==> config.mk <==
export PLATFORM = sky130hd
export DESIGN_NAME = pfps_dev_flat
export DESIGN_NICKNAME = d
export VERILOG_FILES = /design/src/pfps_pkg.sv /design/src/pfps_if.sv /design/src/pfps_dev.sv /design/src/flat_wrapper.sv
export SDC_FILE = /design/constraint.sdc
export NUM_CORES = 1
export LEC_CHECK = 0
export BUFFER_PORTS_ARGS = -buffer_cell sky130_fd_sc_hd__clkbuf_2
export CAP_MARGIN = 10
export CORE_MARGIN = 4
export CORE_UTILIZATION = 30
export CTS_CLUSTER_SIZE = 12
export DETAILED_ROUTE_END_ITERATION = 8
export GPL_ROUTABILITY_DRIVEN = 0
export PLACE_DENSITY_LB_ADDON = 0.08
export SYNTH_ARGS = -nofsm -noshare
export SYNTH_HDL_FRONTEND = slang
export SYNTH_SLANG_ARGS = --single-unit
export TNS_END_PERCENT = 100
==> constraint.sdc <==
create_clock -name clk_sys -period 1.9 [get_ports clk_sys]
set_input_delay 0.285 -clock clk_sys [delete_from_list [all_inputs] [get_ports clk_sys]]
set_output_delay 0.285 -clock clk_sys [all_outputs]
set_load 0.01 [all_outputs]
==> src/pfps_pkg.sv <==
// constants and types shared by both ends of the function power state link
// assumes one 40 MHz clock shared by both ends
package pfps_pkg;
	localparam int CLK_MHZ = 40;
	localparam int T_D2_US = 200;
	localparam int T_D3_MS = 10;
	localparam int REC_D2_CYC = T_D2_US * CLK_MHZ;
	localparam int REC_D3_CYC = T_D3_MS * 1000 * CLK_MHZ;
	localparam int REC_W = 19;
	localparam logic [4:0] CLK_HOLD_CYC = 5'h10;
	localparam logic [4:0] SRST_CYC = 5'h10;
	localparam logic [2:0] MABORT_CYC = 3'h4;
	localparam int RESTORE_W = 24;
	localparam int PME_SUP_W = 5;

	typedef enum logic [1:0] {
		PS_D0 = 2'h0,
		PS_D1 = 2'h1,
		PS_D2 = 2'h2,
		PS_D3 = 2'h3
	} pfps_ps_t;

	typedef enum logic [1:0] {
		BUS_B0 = 2'h0,
		BUS_B1 = 2'h1,
		BUS_B2 = 2'h2,
		BUS_B3 = 2'h3
	} pfps_bus_t;

	typedef enum logic [2:0] {
		OP_CFG_RD = 3'h0,
		OP_PS_WR = 3'h1,
		OP_INIT = 3'h2,
		OP_PME_CLR = 3'h3,
		OP_PME_EN = 3'h4,
		OP_MEM = 3'h5,
		OP_IO = 3'h6,
		OP_CLASS = 3'h7
	} pfps_op_t;
endpackage : pfps_pkg

==> src/pfps_if.sv <==
// link between the power state controller of a function and its host side
// assumes both ends run on the same clk_sys
interface pfps_if;
	logic cmd_valid;
	pfps_pkg::pfps_op_t cmd_op;
	logic [1:0] cmd_data;
	logic seg_rst;
	logic clk_run;
	logic rsp_valid;
	logic rsp_claim;
	logic [1:0] rsp_data;
	logic irq;
	logic mst_req;
	logic mst_class;
	logic drv_en;
	logic pme_n_o;
	logic pme_oe_n;
	logic pme_n;

	// open-drain wire with its pull-up
	assign pme_n = pme_oe_n ? 1'b1 : pme_n_o;

	modport dev (
		input cmd_valid, cmd_op, cmd_data, seg_rst, clk_run,
		output rsp_valid, rsp_claim, rsp_data, irq, mst_req, mst_class, drv_en, pme_n_o, pme_oe_n
	);
	modport host (
		output cmd_valid, cmd_op, cmd_data, seg_rst, clk_run,
		input rsp_valid, rsp_claim, rsp_data, irq, mst_req, mst_class, drv_en, pme_n
	);
endinterface : pfps_if

==> src/pfps_dev.sv <==
// function end: power state machine, target and initiator gating, pme context
// assumes host keeps recovery delays and legal bus pairings
// Notes on behaviour
// - state changes only by writes, reset or loss of vcc_ok
// - uninitialized D0 answers configuration only
// - active D0 accepts and initiates anything
// - legacy function behaves as active D0
// - D1 allows configuration and class operations
// - D2/D3hot ignore memory, io, interrupts
// - configuration always accepted in D1-D3hot
// - D3cold answers only segment reset
// - software waits recovery time after writes
// - bus clock runs 16 cycles before stop
// - bridge delay also covers downstream functions
// - recovery timed from latest state write
// - wait larger of recovery, bus restore
// - restore time from write or reset
// - no disallowed bus and function pairings
// - D3hot to D0 soft resets, drivers off
// - from D3 only D0 allowed
module pfps_dev (
	pfps_if.dev lnk,
	input wire logic clk_sys,
	input wire logic reset,
	input wire logic legacy_mode,
	input wire logic sup_d1,
	input wire logic sup_d2,
	input wire logic [pfps_pkg::PME_SUP_W-1:0] pme_sup,
	input wire logic pme_sup_cold,
	input wire logic vcc_ok,
	input wire logic fn_irq_req,
	input wire logic fn_mst_req,
	input wire logic fn_mst_class,
	input wire logic pme_event,
	output logic fn_mst_gnt,
	output logic [1:0] power_state_field,
	output logic fn_active,
	output logic ctx_clr,
	output logic pme_status
);
	typedef enum logic [2:0] {
		ST_D0U,
		ST_D0A,
		ST_D1,
		ST_D2,
		ST_D3H,
		ST_SRST,
		ST_D3C
	} pfps_dst_t;

	pfps_dst_t st_ff;
	pfps_dst_t nxt_st;
	logic [4:0] srst_cnt_ff;
	logic pme_en_ff;
	logic pme_status_ff;
	logic rsp_valid_ff;
	logic rsp_claim_ff;
	logic [1:0] rsp_data_ff;
	logic irq_ff;
	logic mst_req_ff;
	logic mst_class_ff;
	logic ctx_clr_ff;
	logic ps_wr;
	logic drv_on;
	logic act;

	function automatic logic [1:0] ps_of(input pfps_dst_t s);
		unique case (s)
			ST_D0U, ST_D0A, ST_SRST: ps_of = pfps_pkg::PS_D0;
			ST_D1: ps_of = pfps_pkg::PS_D1;
			ST_D2: ps_of = pfps_pkg::PS_D2;
			ST_D3H, ST_D3C: ps_of = pfps_pkg::PS_D3;
		endcase
	endfunction : ps_of

	// unsupported targets and any exit from D3hot other than D0 are dropped
	function automatic logic ps_ok(input pfps_dst_t s, input logic [1:0] req, input logic d1, input logic d2);
		ps_ok = 1'b1;
		if (req == pfps_pkg::PS_D1 && !d1)
			ps_ok = 1'b0;
		if (req == pfps_pkg::PS_D2 && !d2)
			ps_ok = 1'b0;
		if (s == ST_D3H && req != pfps_pkg::PS_D0)
			ps_ok = 1'b0;
	endfunction : ps_ok

	function automatic pfps_dst_t ps_next(input pfps_dst_t s, input logic [1:0] req);
		unique case (req)
			pfps_pkg::PS_D0:
			begin
				if (s == ST_D3H)
					ps_next = ST_SRST;
				else if (s == ST_D0U)
					ps_next = ST_D0U;
				else
					ps_next = ST_D0A;
			end
			pfps_pkg::PS_D1: ps_next = ST_D1;
			pfps_pkg::PS_D2: ps_next = ST_D2;
			pfps_pkg::PS_D3: ps_next = ST_D3H;
		endcase
	endfunction : ps_next

	// target acceptance per state
	function automatic logic acc(input pfps_dst_t s, input pfps_pkg::pfps_op_t op, input logic leg);
		logic cfg;
		cfg = (op == pfps_pkg::OP_CFG_RD) || (op == pfps_pkg::OP_PS_WR) || (op == pfps_pkg::OP_INIT)
			|| (op == pfps_pkg::OP_PME_CLR) || (op == pfps_pkg::OP_PME_EN);
		if (leg)
			acc = 1'b1;
		else
		begin
			unique case (s)
				ST_D0A: acc = 1'b1;
				ST_D0U: acc = cfg;
				ST_D1: acc = cfg || (op == pfps_pkg::OP_CLASS);
				ST_D2, ST_D3H: acc = cfg;
				ST_SRST, ST_D3C: acc = 1'b0;
			endcase
		end
	endfunction : acc

	function automatic logic pme_ok(input pfps_dst_t s, input logic [pfps_pkg::PME_SUP_W-1:0] sup, input logic cold);
		unique case (s)
			ST_D0U: pme_ok = sup[0];
			ST_D0A: pme_ok = sup[1];
			ST_D1: pme_ok = sup[2];
			ST_D2: pme_ok = sup[3];
			ST_D3H, ST_SRST: pme_ok = sup[4];
			ST_D3C: pme_ok = cold;
		endcase
	endfunction : pme_ok

	assign drv_on = (st_ff != ST_SRST) && (st_ff != ST_D3C);
	assign act = legacy_mode || (st_ff == ST_D0A);
	assign ps_wr = lnk.cmd_valid && lnk.cmd_op == pfps_pkg::OP_PS_WR && drv_on && !legacy_mode;

	always_comb
	begin
		nxt_st = st_ff;
		if (!vcc_ok)
			nxt_st = ST_D3C;
		else if (lnk.seg_rst)
			nxt_st = ST_D0U;
		else
		begin
			unique case (st_ff)
				ST_SRST:
				begin
					if (srst_cnt_ff == 5'h0)
						nxt_st = ST_D0U;
				end
				ST_D3C: nxt_st = ST_D3C;
				ST_D0U, ST_D0A, ST_D1, ST_D2, ST_D3H:
				begin
					if (ps_wr && ps_ok(st_ff, lnk.cmd_data, sup_d1, sup_d2))
						nxt_st = ps_next(st_ff, lnk.cmd_data);
					else if (lnk.cmd_valid && lnk.cmd_op == pfps_pkg::OP_INIT && st_ff == ST_D0U)
						nxt_st = ST_D0A;
				end
			endcase
		end
	end

	always_ff @(posedge clk_sys or posedge reset)
	begin
		if (reset)
			st_ff <= ST_D0U;
		else
			st_ff <= nxt_st;
	end

	// soft reset length; drivers stay off for all of it
	always_ff @(posedge clk_sys or posedge reset)
	begin
		if (reset)
			srst_cnt_ff <= 5'h0;
		else if (nxt_st == ST_SRST && st_ff != ST_SRST)
			srst_cnt_ff <= pfps_pkg::SRST_CYC - 5'h1;
		else if (srst_cnt_ff != 5'h0)
			srst_cnt_ff <= srst_cnt_ff - 5'h1;
	end

	// context is lost on soft reset and segment reset, pme context survives
	always_ff @(posedge clk_sys or posedge reset)
	begin
		if (reset)
			ctx_clr_ff <= 1'b0;
		else
			ctx_clr_ff <= (nxt_st == ST_SRST && st_ff != ST_SRST) || (nxt_st == ST_D0U && st_ff != ST_D0U);
	end

	always_ff @(posedge clk_sys or posedge reset)
	begin
		if (reset)
			pme_en_ff <= 1'b0;
		else if (lnk.cmd_valid && lnk.cmd_op == pfps_pkg::OP_PME_EN && drv_on)
			pme_en_ff <= lnk.cmd_data[0];
	end

	// set wins over a clear in the same cycle
	always_ff @(posedge clk_sys or posedge reset)
	begin
		if (reset)
			pme_status_ff <= 1'b0;
		else if (pme_event && pme_en_ff && pme_ok(st_ff, pme_sup, pme_sup_cold))
			pme_status_ff <= 1'b1;
		else if (lnk.cmd_valid && lnk.cmd_op == pfps_pkg::OP_PME_CLR && drv_on)
			pme_status_ff <= 1'b0;
	end

	// silent when drivers are off, so the host sees no answer at all
	always_ff @(posedge clk_sys or posedge reset)
	begin
		if (reset)
		begin
			rsp_valid_ff <= 1'b0;
			rsp_claim_ff <= 1'b0;
			rsp_data_ff <= 2'h0;
		end
		else
		begin
			rsp_valid_ff <= lnk.cmd_valid && drv_on;
			rsp_claim_ff <= lnk.cmd_valid && acc(st_ff, lnk.cmd_op, legacy_mode);
			rsp_data_ff <= (lnk.cmd_op == pfps_pkg::OP_CFG_RD) ? ps_of(st_ff) : 2'h0;
		end
	end

	// initiator gating
	always_ff @(posedge clk_sys or posedge reset)
	begin
		if (reset)
		begin
			irq_ff <= 1'b0;
			mst_req_ff <= 1'b0;
			mst_class_ff <= 1'b0;
		end
		else
		begin
			irq_ff <= fn_irq_req && act;
			mst_req_ff <= fn_mst_req && (act || (fn_mst_class && st_ff == ST_D1));
			mst_class_ff <= fn_mst_class;
		end
	end

	assign lnk.rsp_valid = rsp_valid_ff;
	assign lnk.rsp_claim = rsp_claim_ff;
	assign lnk.rsp_data = rsp_data_ff;
	assign lnk.irq = irq_ff;
	assign lnk.mst_req = mst_req_ff;
	assign lnk.mst_class = mst_class_ff;
	assign lnk.drv_en = drv_on;
	assign lnk.pme_n_o = 1'b0;
	assign lnk.pme_oe_n = !pme_status_ff;
	assign fn_mst_gnt = mst_req_ff;
	assign power_state_field = ps_of(st_ff);
	assign fn_active = act;
	assign ctx_clr = ctx_clr_ff;
	assign pme_status = pme_status_ff;
endmodule : pfps_dev

==> src/flat_wrapper.sv <==
// flat-port wrapper written by rule: the top's interface ports become plain ports
module pfps_dev_flat 
  (clk_sys, reset, legacy_mode, sup_d1, sup_d2, pme_sup, pme_sup_cold, vcc_ok, fn_irq_req, fn_mst_req, fn_mst_class, pme_event, fn_mst_gnt, power_state_field, fn_active, ctx_clr, pme_status, lnk_cmd_valid, lnk_cmd_op, lnk_cmd_data, lnk_seg_rst, lnk_clk_run, lnk_rsp_valid, lnk_rsp_claim, lnk_rsp_data, lnk_irq, lnk_mst_req, lnk_mst_class, lnk_drv_en, lnk_pme_n_o, lnk_pme_oe_n);
  pfps_if lnk_i ();
  input wire logic clk_sys;
  input wire logic reset;
  input wire logic legacy_mode;
  input wire logic sup_d1;
  input wire logic sup_d2;
  input wire logic [pfps_pkg::PME_SUP_W-1:0] pme_sup;
  input wire logic pme_sup_cold;
  input wire logic vcc_ok;
  input wire logic fn_irq_req;
  input wire logic fn_mst_req;
  input wire logic fn_mst_class;
  input wire logic pme_event;
  output logic fn_mst_gnt;
  output logic [1:0] power_state_field;
  output logic fn_active;
  output logic ctx_clr;
  output logic pme_status;
  input wire logic [$bits(lnk_i.cmd_valid)-1:0] lnk_cmd_valid;
  input wire logic [$bits(lnk_i.cmd_op)-1:0] lnk_cmd_op;
  input wire logic [$bits(lnk_i.cmd_data)-1:0] lnk_cmd_data;
  input wire logic [$bits(lnk_i.seg_rst)-1:0] lnk_seg_rst;
  input wire logic [$bits(lnk_i.clk_run)-1:0] lnk_clk_run;
  output wire logic [$bits(lnk_i.rsp_valid)-1:0] lnk_rsp_valid;
  output wire logic [$bits(lnk_i.rsp_claim)-1:0] lnk_rsp_claim;
  output wire logic [$bits(lnk_i.rsp_data)-1:0] lnk_rsp_data;
  output wire logic [$bits(lnk_i.irq)-1:0] lnk_irq;
  output wire logic [$bits(lnk_i.mst_req)-1:0] lnk_mst_req;
  output wire logic [$bits(lnk_i.mst_class)-1:0] lnk_mst_class;
  output wire logic [$bits(lnk_i.drv_en)-1:0] lnk_drv_en;
  output wire logic [$bits(lnk_i.pme_n_o)-1:0] lnk_pme_n_o;
  output wire logic [$bits(lnk_i.pme_oe_n)-1:0] lnk_pme_oe_n;
  assign lnk_i.cmd_valid = lnk_cmd_valid;
  assign lnk_i.cmd_op = lnk_cmd_op;
  assign lnk_i.cmd_data = lnk_cmd_data;
  assign lnk_i.seg_rst = lnk_seg_rst;
  assign lnk_i.clk_run = lnk_clk_run;
  assign lnk_rsp_valid = lnk_i.rsp_valid;
  assign lnk_rsp_claim = lnk_i.rsp_claim;
  assign lnk_rsp_data = lnk_i.rsp_data;
  assign lnk_irq = lnk_i.irq;
  assign lnk_mst_req = lnk_i.mst_req;
  assign lnk_mst_class = lnk_i.mst_class;
  assign lnk_drv_en = lnk_i.drv_en;
  assign lnk_pme_n_o = lnk_i.pme_n_o;
  assign lnk_pme_oe_n = lnk_i.pme_oe_n;
  pfps_dev u_core (.lnk(lnk_i), .clk_sys(clk_sys), .reset(reset), .legacy_mode(legacy_mode), .sup_d1(sup_d1), .sup_d2(sup_d2), .pme_sup(pme_sup), .pme_sup_cold(pme_sup_cold), .vcc_ok(vcc_ok), .fn_irq_req(fn_irq_req), .fn_mst_req(fn_mst_req), .fn_mst_class(fn_mst_class), .pme_event(pme_event), .fn_mst_gnt(fn_mst_gnt), .power_state_field(power_state_field), .fn_active(fn_active), .ctx_clr(ctx_clr), .pme_status(pme_status));
endmodule
==> results of run 1 <==
## worst reg2reg max path, delay by kind of cell, from the launching register on
kind            cells  cell delay, ns
simple gates        4            0.82
fa+ha+maj           1            0.15
flops               1            0.37
mux                 1            0.21
buf+inv             1            0.05
compound gates      1            0.14
## synthesized netlist by cell type, types with 3 or more instances
master and number:
sky130_fd_sc_hd__o21ai_0 7, sky130_fd_sc_hd__ha_1 5, sky130_fd_sc_hd__nor2_1 8, sky130_fd_sc_hd__inv_1 12, sky130_fd_sc_hd__nand2b_1 5, sky130_fd_sc_hd__or3_1 3, sky130_fd_sc_hd__o211ai_1 3, sky130_fd_sc_hd__buf_2 3
sky130_fd_sc_hd__a21oi_1 7, sky130_fd_sc_hd__and2_1 3, sky130_fd_sc_hd__nand2_1 17, sky130_fd_sc_hd__dfrtp_1 18
## kinds of logic after synthesis
group                    Yosys count  synth area share
AND/OR/NAND/NOR                   52             0.251
AO/OA/AOI/OAI                     33             0.210
buffers and inverters             19            0.0664
flip-flops                        18             0.362
adder cells (fa/ha/maj)            5            0.0503
multiplexers                       4            0.0433
XOR/XNOR                           2            0.0141
other                              1           0.00302
## how the worst max path moves through the flow
| stage | from | to | slack (ns) |
|---|---|---|---|
| 6_report | u_core.srst_cnt_ff[1]$_DFFE_PP0P_ | u_core.srst_cnt_ff[4]$_DFFE_PP0P_ | 0.06 |
| 5_1_grt | u_core.srst_cnt_ff[1]$_DFFE_PP0P_ | u_core.srst_cnt_ff[4]$_DFFE_PP0P_ | -0.03 |
| 4_1_cts | u_core.srst_cnt_ff[1]$_DFFE_PP0P_ | u_core.srst_cnt_ff[4]$_DFFE_PP0P_ | 0.006 |
| 3_5_place_dp | lnk_cmd_data[0] | u_core.srst_cnt_ff[4]$_DFFE_PP0P_ | -0.10 |
| 3_3_place_gp | lnk_cmd_data[0] | u_core.srst_cnt_ff[4]$_DFFE_PP0P_ | -0.08 |
| 2_1_floorplan | u_core.srst_cnt_ff[0]$_DFFE_PP0P_ | u_core.ctx_clr$_DFF_PP0_ | 0.02 |
## registers in the layout, indices dropped and copies added (netlist names)
name,flops
u_core.srst_cnt_ff,5
u_core.st_ff,3
u_core.lnk.rsp_data,2
u_core.ctx_clr,1
u_core.fn_mst_gnt,1
u_core.lnk.irq,1
u_core.lnk.mst_class,1
u_core.lnk.rsp_claim,1
u_core.lnk.rsp_valid,1
u_core.pme_en_ff,1
u_core.pme_status,1
## where the power goes
group / internal (W) / leakage [nW] / switching [W]
logic: 0.000290 / 0.609 / 0.000247
registers: 0.000455 / 0.223 / 0.0000622
clock network: 0.000185 / 0.0288 / 0.000147
total: 0.000929 / 0.861 / 0.000456
## what timing repair did
action / in CTS / in global routing
buffers inserted: 1 / 4
pin swaps: 0 / 6
resized for setup: 0 / 6
endpoints found under the setup margin: 1 / 4
## cell type report
class / count / area [um^2]
inverter: 12 / 45.0
multi-input combinational: 97 / 742
timing repair buffer: 60 / 362
tap: 50 / 62.6
sequential: 18 / 450
fill: 401 / 2280
clock buffer: 4 / 55.1
## layer usage
layer | up-vias | share of wire | GRT usage
li1 | 579 | - | -
met1 | 533 | 0.46 | 0.165
met3 | 4 | 0.052 | 0.0277
met2 | 27 | 0.48 | 0.225
met4 | 0 | 0.012 | 0.0430
met5 | - | 0 | 0
## through the flow
stage	worst slack, ns	instance area (um^2)	power, W	TNS, ns
final	0.0586	1720	0.00138	0
after CTS	0.00562	1660	0.00133	0
after floorplan	0.0157	1260	0.000816	0
after detailed placement	-0.101	1600	0.000977	-0.224
after global placement	-0.0788	1600	0.000966	-0.150
after global routing	-0.0296	1720	0.00149	-0.0296
==> flow_summary.ini, run 1 <==
[global_routing]
global_router_s_overall_resource_usage = 0.132
number_of_global_route_vias_before_repair = 1143
grt_start_max_net_pins = 19
antenna_violations_before_repair = 0
wire_length_of_the_first_global_routing_pass_mm = 5.38
grt_overflow = 0

[clock_network]
cts.clk_slew.worst_paths_ns = 0.08
clock_path_buffers = 2
tritoncts = yes
cts_hold_buffers = 0
clkLatencyLatePin_ns = 0.26
cts_inserted_buffers = 3
cts.htree.levels = 1
cts.root.buffer_cell = sky130_fd_sc_hd__clkbuf_8
cts.sinks = 18

[worst_setup_path]
cp_top_family = simple AND/OR/NAND/NOR gates
cp_data_required_time_ns = 2.06
worst_setup_path_start_kind = flop
worstReg2RegStart = u_core.srst_cnt_ff[1]$_DFFE_PP0P_
end_kind = flop
path_depth = 8
cp.arrival_ns = 2.00
timing.critical_path.slowest_cell_delay_ns = 0.37
crit_path_cell_trace = inv_2 > ha_4 > nor4b_4 > and3_4 > or3_4 > mux2i_4 > nand3_4 > o211a_1
cp_max_fo = 5
crit_path_top_delay_cell = sky130_fd_sc_hd__dfrtp_1
critical_path.n_buffers_inverters = 1
critical_path.reg2reg.endpoint = u_core.srst_cnt_ff[4]$_DFFE_PP0P_
reg2regPathDepth = 8
worst-setup-path-type = reg2reg
worst-r2r-setup-slack_ns = 0.06

[die]
num_io_pins = 40
fp.dieW_um = 72.4
placementRows = 23
chip_height_um = 72.4
floorplan.initialDensity = 0.311
fp.coreArea_um2 = 4000
die_area_um2 = 5240

[final_layout]
area.growth.synth_to_final_pct = 38.0
antenna_cells = 0
final_layout_size_suffix_gt1_frac = 0.440
layout_commonest_cell = sky130_fd_sc_hd__clkbuf_2
final_cells = 241
final_nets = 221
mostFrequentLayoutCells = sky130_fd_sc_hd__clkbuf_2, sky130_fd_sc_hd__buf_4, sky130_fd_sc_hd__dfrtp_1
finish.utilization = 0.429

[drt]
detailroute.via_count = 1143
drt-initial-drc-count = 34
route.detailed.vias_per_inst = 4.74
finalWirelength_mm = 3.25
drtPass1Iterations = 4
drc_errors = 0
route.detailed.wl_per_inst_um = 13.5
route.antenna.remaining_nets = 0

[timing]
achievable-frequency_mhz = 543
rsz_0062_raised_after_global_routing = yes
tightestPinTransition_ns = 0.734
hold_viol = 0
holdWs_ns = 0.120
post-route-min-period_ns = 1.84
finalMaxSlewViolations = 0
finalCritPeriodShare = 0.969
max_slew_headroom = 0.510
finalSetupViolCount = 0
fin_skew_ns = 0.00345

[yosys]
synth.yosys.seq_area_share = 0.362
synthDominantAreaCellType = sky130_fd_sc_hd__dfrtp_1
yosys.cell_types.count = 48
synth_warnings = 0
summed_instance_area_of_the_synthesized_netlist_um2 = 1240
post-synth-top-area-fraction = 0.362
synth.ff_latch_count = 18
synth_enable_flop_cells = 0
yosys_most_used_dff = sky130_fd_sc_hd__dfrtp_1
async_reset_ff_frac = 1.00
synthesis.instances = 134
synth_fp_nets = 163
yosys-top-cells-area = sky130_fd_sc_hd__dfrtp_1, sky130_fd_sc_hd__nand2_1, sky130_fd_sc_hd__ha_1, sky130_fd_sc_hd__inv_1, sky130_fd_sc_hd__a21oi_1
synth.avg_cell_area_um2 = 9.28

[placed_design]
placed_cells = 232
buffer_ports.inserted = 37
estimated_wirelength_of_the_detail_placed_design_mm = 2.61

[power_and_ir_drop]
max-vdd-ir-drop_mv = 0.260
power_per_cell_area_nw_per_um2 = 807
p_leak_nw = 0.861

[hold_path]
worstHoldPathType = in2async

[flow_run]
max_cap_violations = 0

[run_status]
run_status = completed
No activity file was read; power rests on OpenSTA's default activity.
==> run 2: changes to the inputs <==
--- a/config.mk
+++ b/config.mk
@@ -5,8 +5,9 @@
 export SDC_FILE = /design/constraint.sdc
 export NUM_CORES = 1
 export LEC_CHECK = 0
-export BUFFER_PORTS_ARGS = -buffer_cell sky130_fd_sc_hd__clkbuf_2
+export BUFFER_PORTS_ARGS = -buffer_cell sky130_fd_sc_hd__buf_2
 export CAP_MARGIN = 10
+export CORE_ASPECT_RATIO = 0.5
 export CORE_MARGIN = 4
 export CORE_UTILIZATION = 30
 export CTS_CLUSTER_SIZE = 12
==> run 2 against run 1 <==
  * Clock skew is 0.0023 ns lower
  * Combinational power shrank 2%
  * Final area up 0.73%
  * Clock power fell by 2%
  * Cell count rose by 0.83%
  * Sequential power barely moved
  * Power is 1.7% lower
  * Critical path type unchanged
  * Register-to-register slack worse by 0.03 ns
  * First-iteration DRC count grew 32%
  * Sequential share of layout area about the same
==> flow_summary.ini, run 2 (same netlist as run 1, synthesis figures left out) <==
[global_routing]
global_router_s_overall_resource_usage = 0.128
antenna_violations_before_repair = 0
number_of_global_route_vias_before_repair = 1119
grt_start_max_net_pins = 19
wire_length_of_the_first_global_routing_pass_mm = 5.26
grt_overflow = 0

[drt]
drt-initial-drc-count = 45
route.antenna.remaining_nets = 0
finalWirelength_mm = 3.33
detailroute.via_count = 1113
drc_errors = 0
route.detailed.vias_per_inst = 4.58
drtPass1Iterations = 4
route.detailed.wl_per_inst_um = 13.7

[timing]
tightestPinTransition_ns = 0.741
max_slew_headroom = 0.506
finalSetupViolCount = 0
holdWs_ns = 0.143
finalCritPeriodShare = 0.982
rsz_0062_raised_after_global_routing = yes
post-route-min-period_ns = 1.87
achievable-frequency_mhz = 536
finalMaxSlewViolations = 0
hold_viol = 0
fin_skew_ns = 0.00114

[die]
num_io_pins = 40
floorplan.initialDensity = 0.315
fp.coreArea_um2 = 3940
chip_height_um = 53.5
placementRows = 16
fp.dieW_um = 99.1
die_area_um2 = 5300

[clock_network]
cts.root.buffer_cell = sky130_fd_sc_hd__clkbuf_8
cts.sinks = 18
cts_hold_buffers = 0
clock_path_buffers = 2
clkLatencyLatePin_ns = 0.26
tritoncts = yes
cts.htree.levels = 1
cts_inserted_buffers = 3
cts.clk_slew.worst_paths_ns = 0.07

[final_layout]
flip_flop_count_of_the_largest_register_all_copies_and_words_added = 5
register_with_the_most_flip_flops = u_core.srst_cnt_ff
area.growth.synth_to_final_pct = 39.0
final_layout_size_suffix_gt1_frac = 0.450
final_nets = 219
antenna_cells = 0
fill_count = 402
layout_commonest_cell = sky130_fd_sc_hd__buf_2
mostFrequentLayoutCells = sky130_fd_sc_hd__buf_2, sky130_fd_sc_hd__buf_4, sky130_fd_sc_hd__nand2_1
multi_input_comb_area_um2 = 766
register_area_um2 = 453

[worst_setup_path]
worst-setup-path-type = reg2reg
cp_data_required_time_ns = 2.09
timing.critical_path.slowest_cell_delay_ns = 0.38
end_kind = flop
cp_max_fo = 3
cp.arrival_ns = 2.06
crit_path_cell_trace = inv_2 > ha_4 > nor4b_4 > and3_1 > or3_4 > mux2i_4 > buf_4 > nand2_1 > a21oi_2
crit_path_top_delay_cell = sky130_fd_sc_hd__or3_4
worst_setup_path_start_kind = flop
critical_path.n_buffers_inverters = 2
cp_top_family = simple AND/OR/NAND/NOR gates

[power_and_ir_drop]
post-layout-total-power_w = 0.00136
max-vdd-ir-drop_mv = 0.265
p_leak_nw = 0.852
power_per_cell_area_nw_per_um2 = 787

[hold_path]
worstHoldPathType = in2async

[placed_design]
estimated_wirelength_of_the_detail_placed_design_mm = 2.59
buffer_ports.inserted = 37

[run_status]
run_status = completed

[flow_run]
max_cap_violations = 0
[run 2: layout make-up]
| type | instances | share of cell area |
|---|---|---|
| Sequential cell | 18 | 0.262 |
| Clock buffer | 4 | 0.0318 |
| Timing Repair Buffer | 58 | 0.198 |
| Inverter | 12 | 0.0260 |
| Tap cell | 54 | 0.0391 |
| Multi-Input combinational cell | 97 | 0.443 |
[run 2: worst paths after layout]
kind | depth (start not counted) | slack, ns | to | start
worst max-delay path | 9 | 0.03 | u_core.ctx_clr$_DFF_PP0_ | u_core.srst_cnt_ff[0]$_DFFE_PP0P_
worst min-delay path | 2 | 0.14 | u_core.fn_mst_gnt$_DFF_PP0_ | reset
worst max register to register | 9 | 0.03 | u_core.ctx_clr$_DFF_PP0_ | u_core.srst_cnt_ff[0]$_DFFE_PP0P_
worst min register to register | 2 | 0.50 | u_core.pme_en_ff$_DFFE_PP0P_ | u_core.pme_en_ff$_DFFE_PP0P_
max in group asynchronous | 2 | 1.24 | u_core.st_ff[0]$_DFF_PP0_ | reset
min in group clk_sys | 1 | 0.15 | u_core.lnk.mst_class$_DFF_PP0_ | fn_mst_class
[run 2: repair_timing]
item | in CTS | in global routing
buffers inserted | 2 | 1
pin swaps | 2 | 5
cloned | 0 | 0
gates resized for setup | 3 | 8
endpoints found under the setup margin | 4 | 4
[run 2: report_power, final]
group	switching (W)	internal, W	total [W]
Sequential	0.0000600	0.000455	0.000515
Combinational	0.000248	0.000275	0.000523
Clock	0.000138	0.000184	0.000323
Total	0.000447	0.000915	0.00136
[run 2: worst reg2reg max path, cell delays in order, from the launching register on]
cell and delay, ns:
sky130_fd_sc_hd__dfrtp_1 0.37, sky130_fd_sc_hd__inv_2 0.06, sky130_fd_sc_hd__ha_4 0.15, sky130_fd_sc_hd__nor4b_4 0.13
sky130_fd_sc_hd__and3_1 0.18, sky130_fd_sc_hd__or3_4 0.38, sky130_fd_sc_hd__mux2i_4 0.19, sky130_fd_sc_hd__buf_4 0.15
sky130_fd_sc_hd__nand2_1 0.06, sky130_fd_sc_hd__a21oi_2 0.14
[run 2: metrics by stage]
| stage | utilization | instances | worst slack, ns | setup TNS (ns) | area [um^2] |
|---|---|---|---|---|---|
| finish | 0.438 | 243 | 0.0336 | 0 | 1730 |
| global route | 0.438 | 243 | -0.0612 | -0.0851 | 1730 |
| CTS | 0.427 | 242 | -0.00500 | -0.00500 | 1690 |
| detailed placement | 0.407 | 236 | -0.135 | -0.342 | 1610 |
| global placement | 0.407 | 236 | -0.110 | -0.245 | 1610 |
| floorplan | - | 134 | 0.0157 | 0 | 1260 |
[run 2: layer usage]
metal / share of wire / vias to the layer above / GRT usage
met5: 0 / - / 0
met1: 0.51 / 520 / 0.173
met2: 0.44 / 19 / 0.210
met4: 0.0033 / 0 / 0.0272
met3: 0.045 / 2 / 0.0336
li1: - / 572 / -
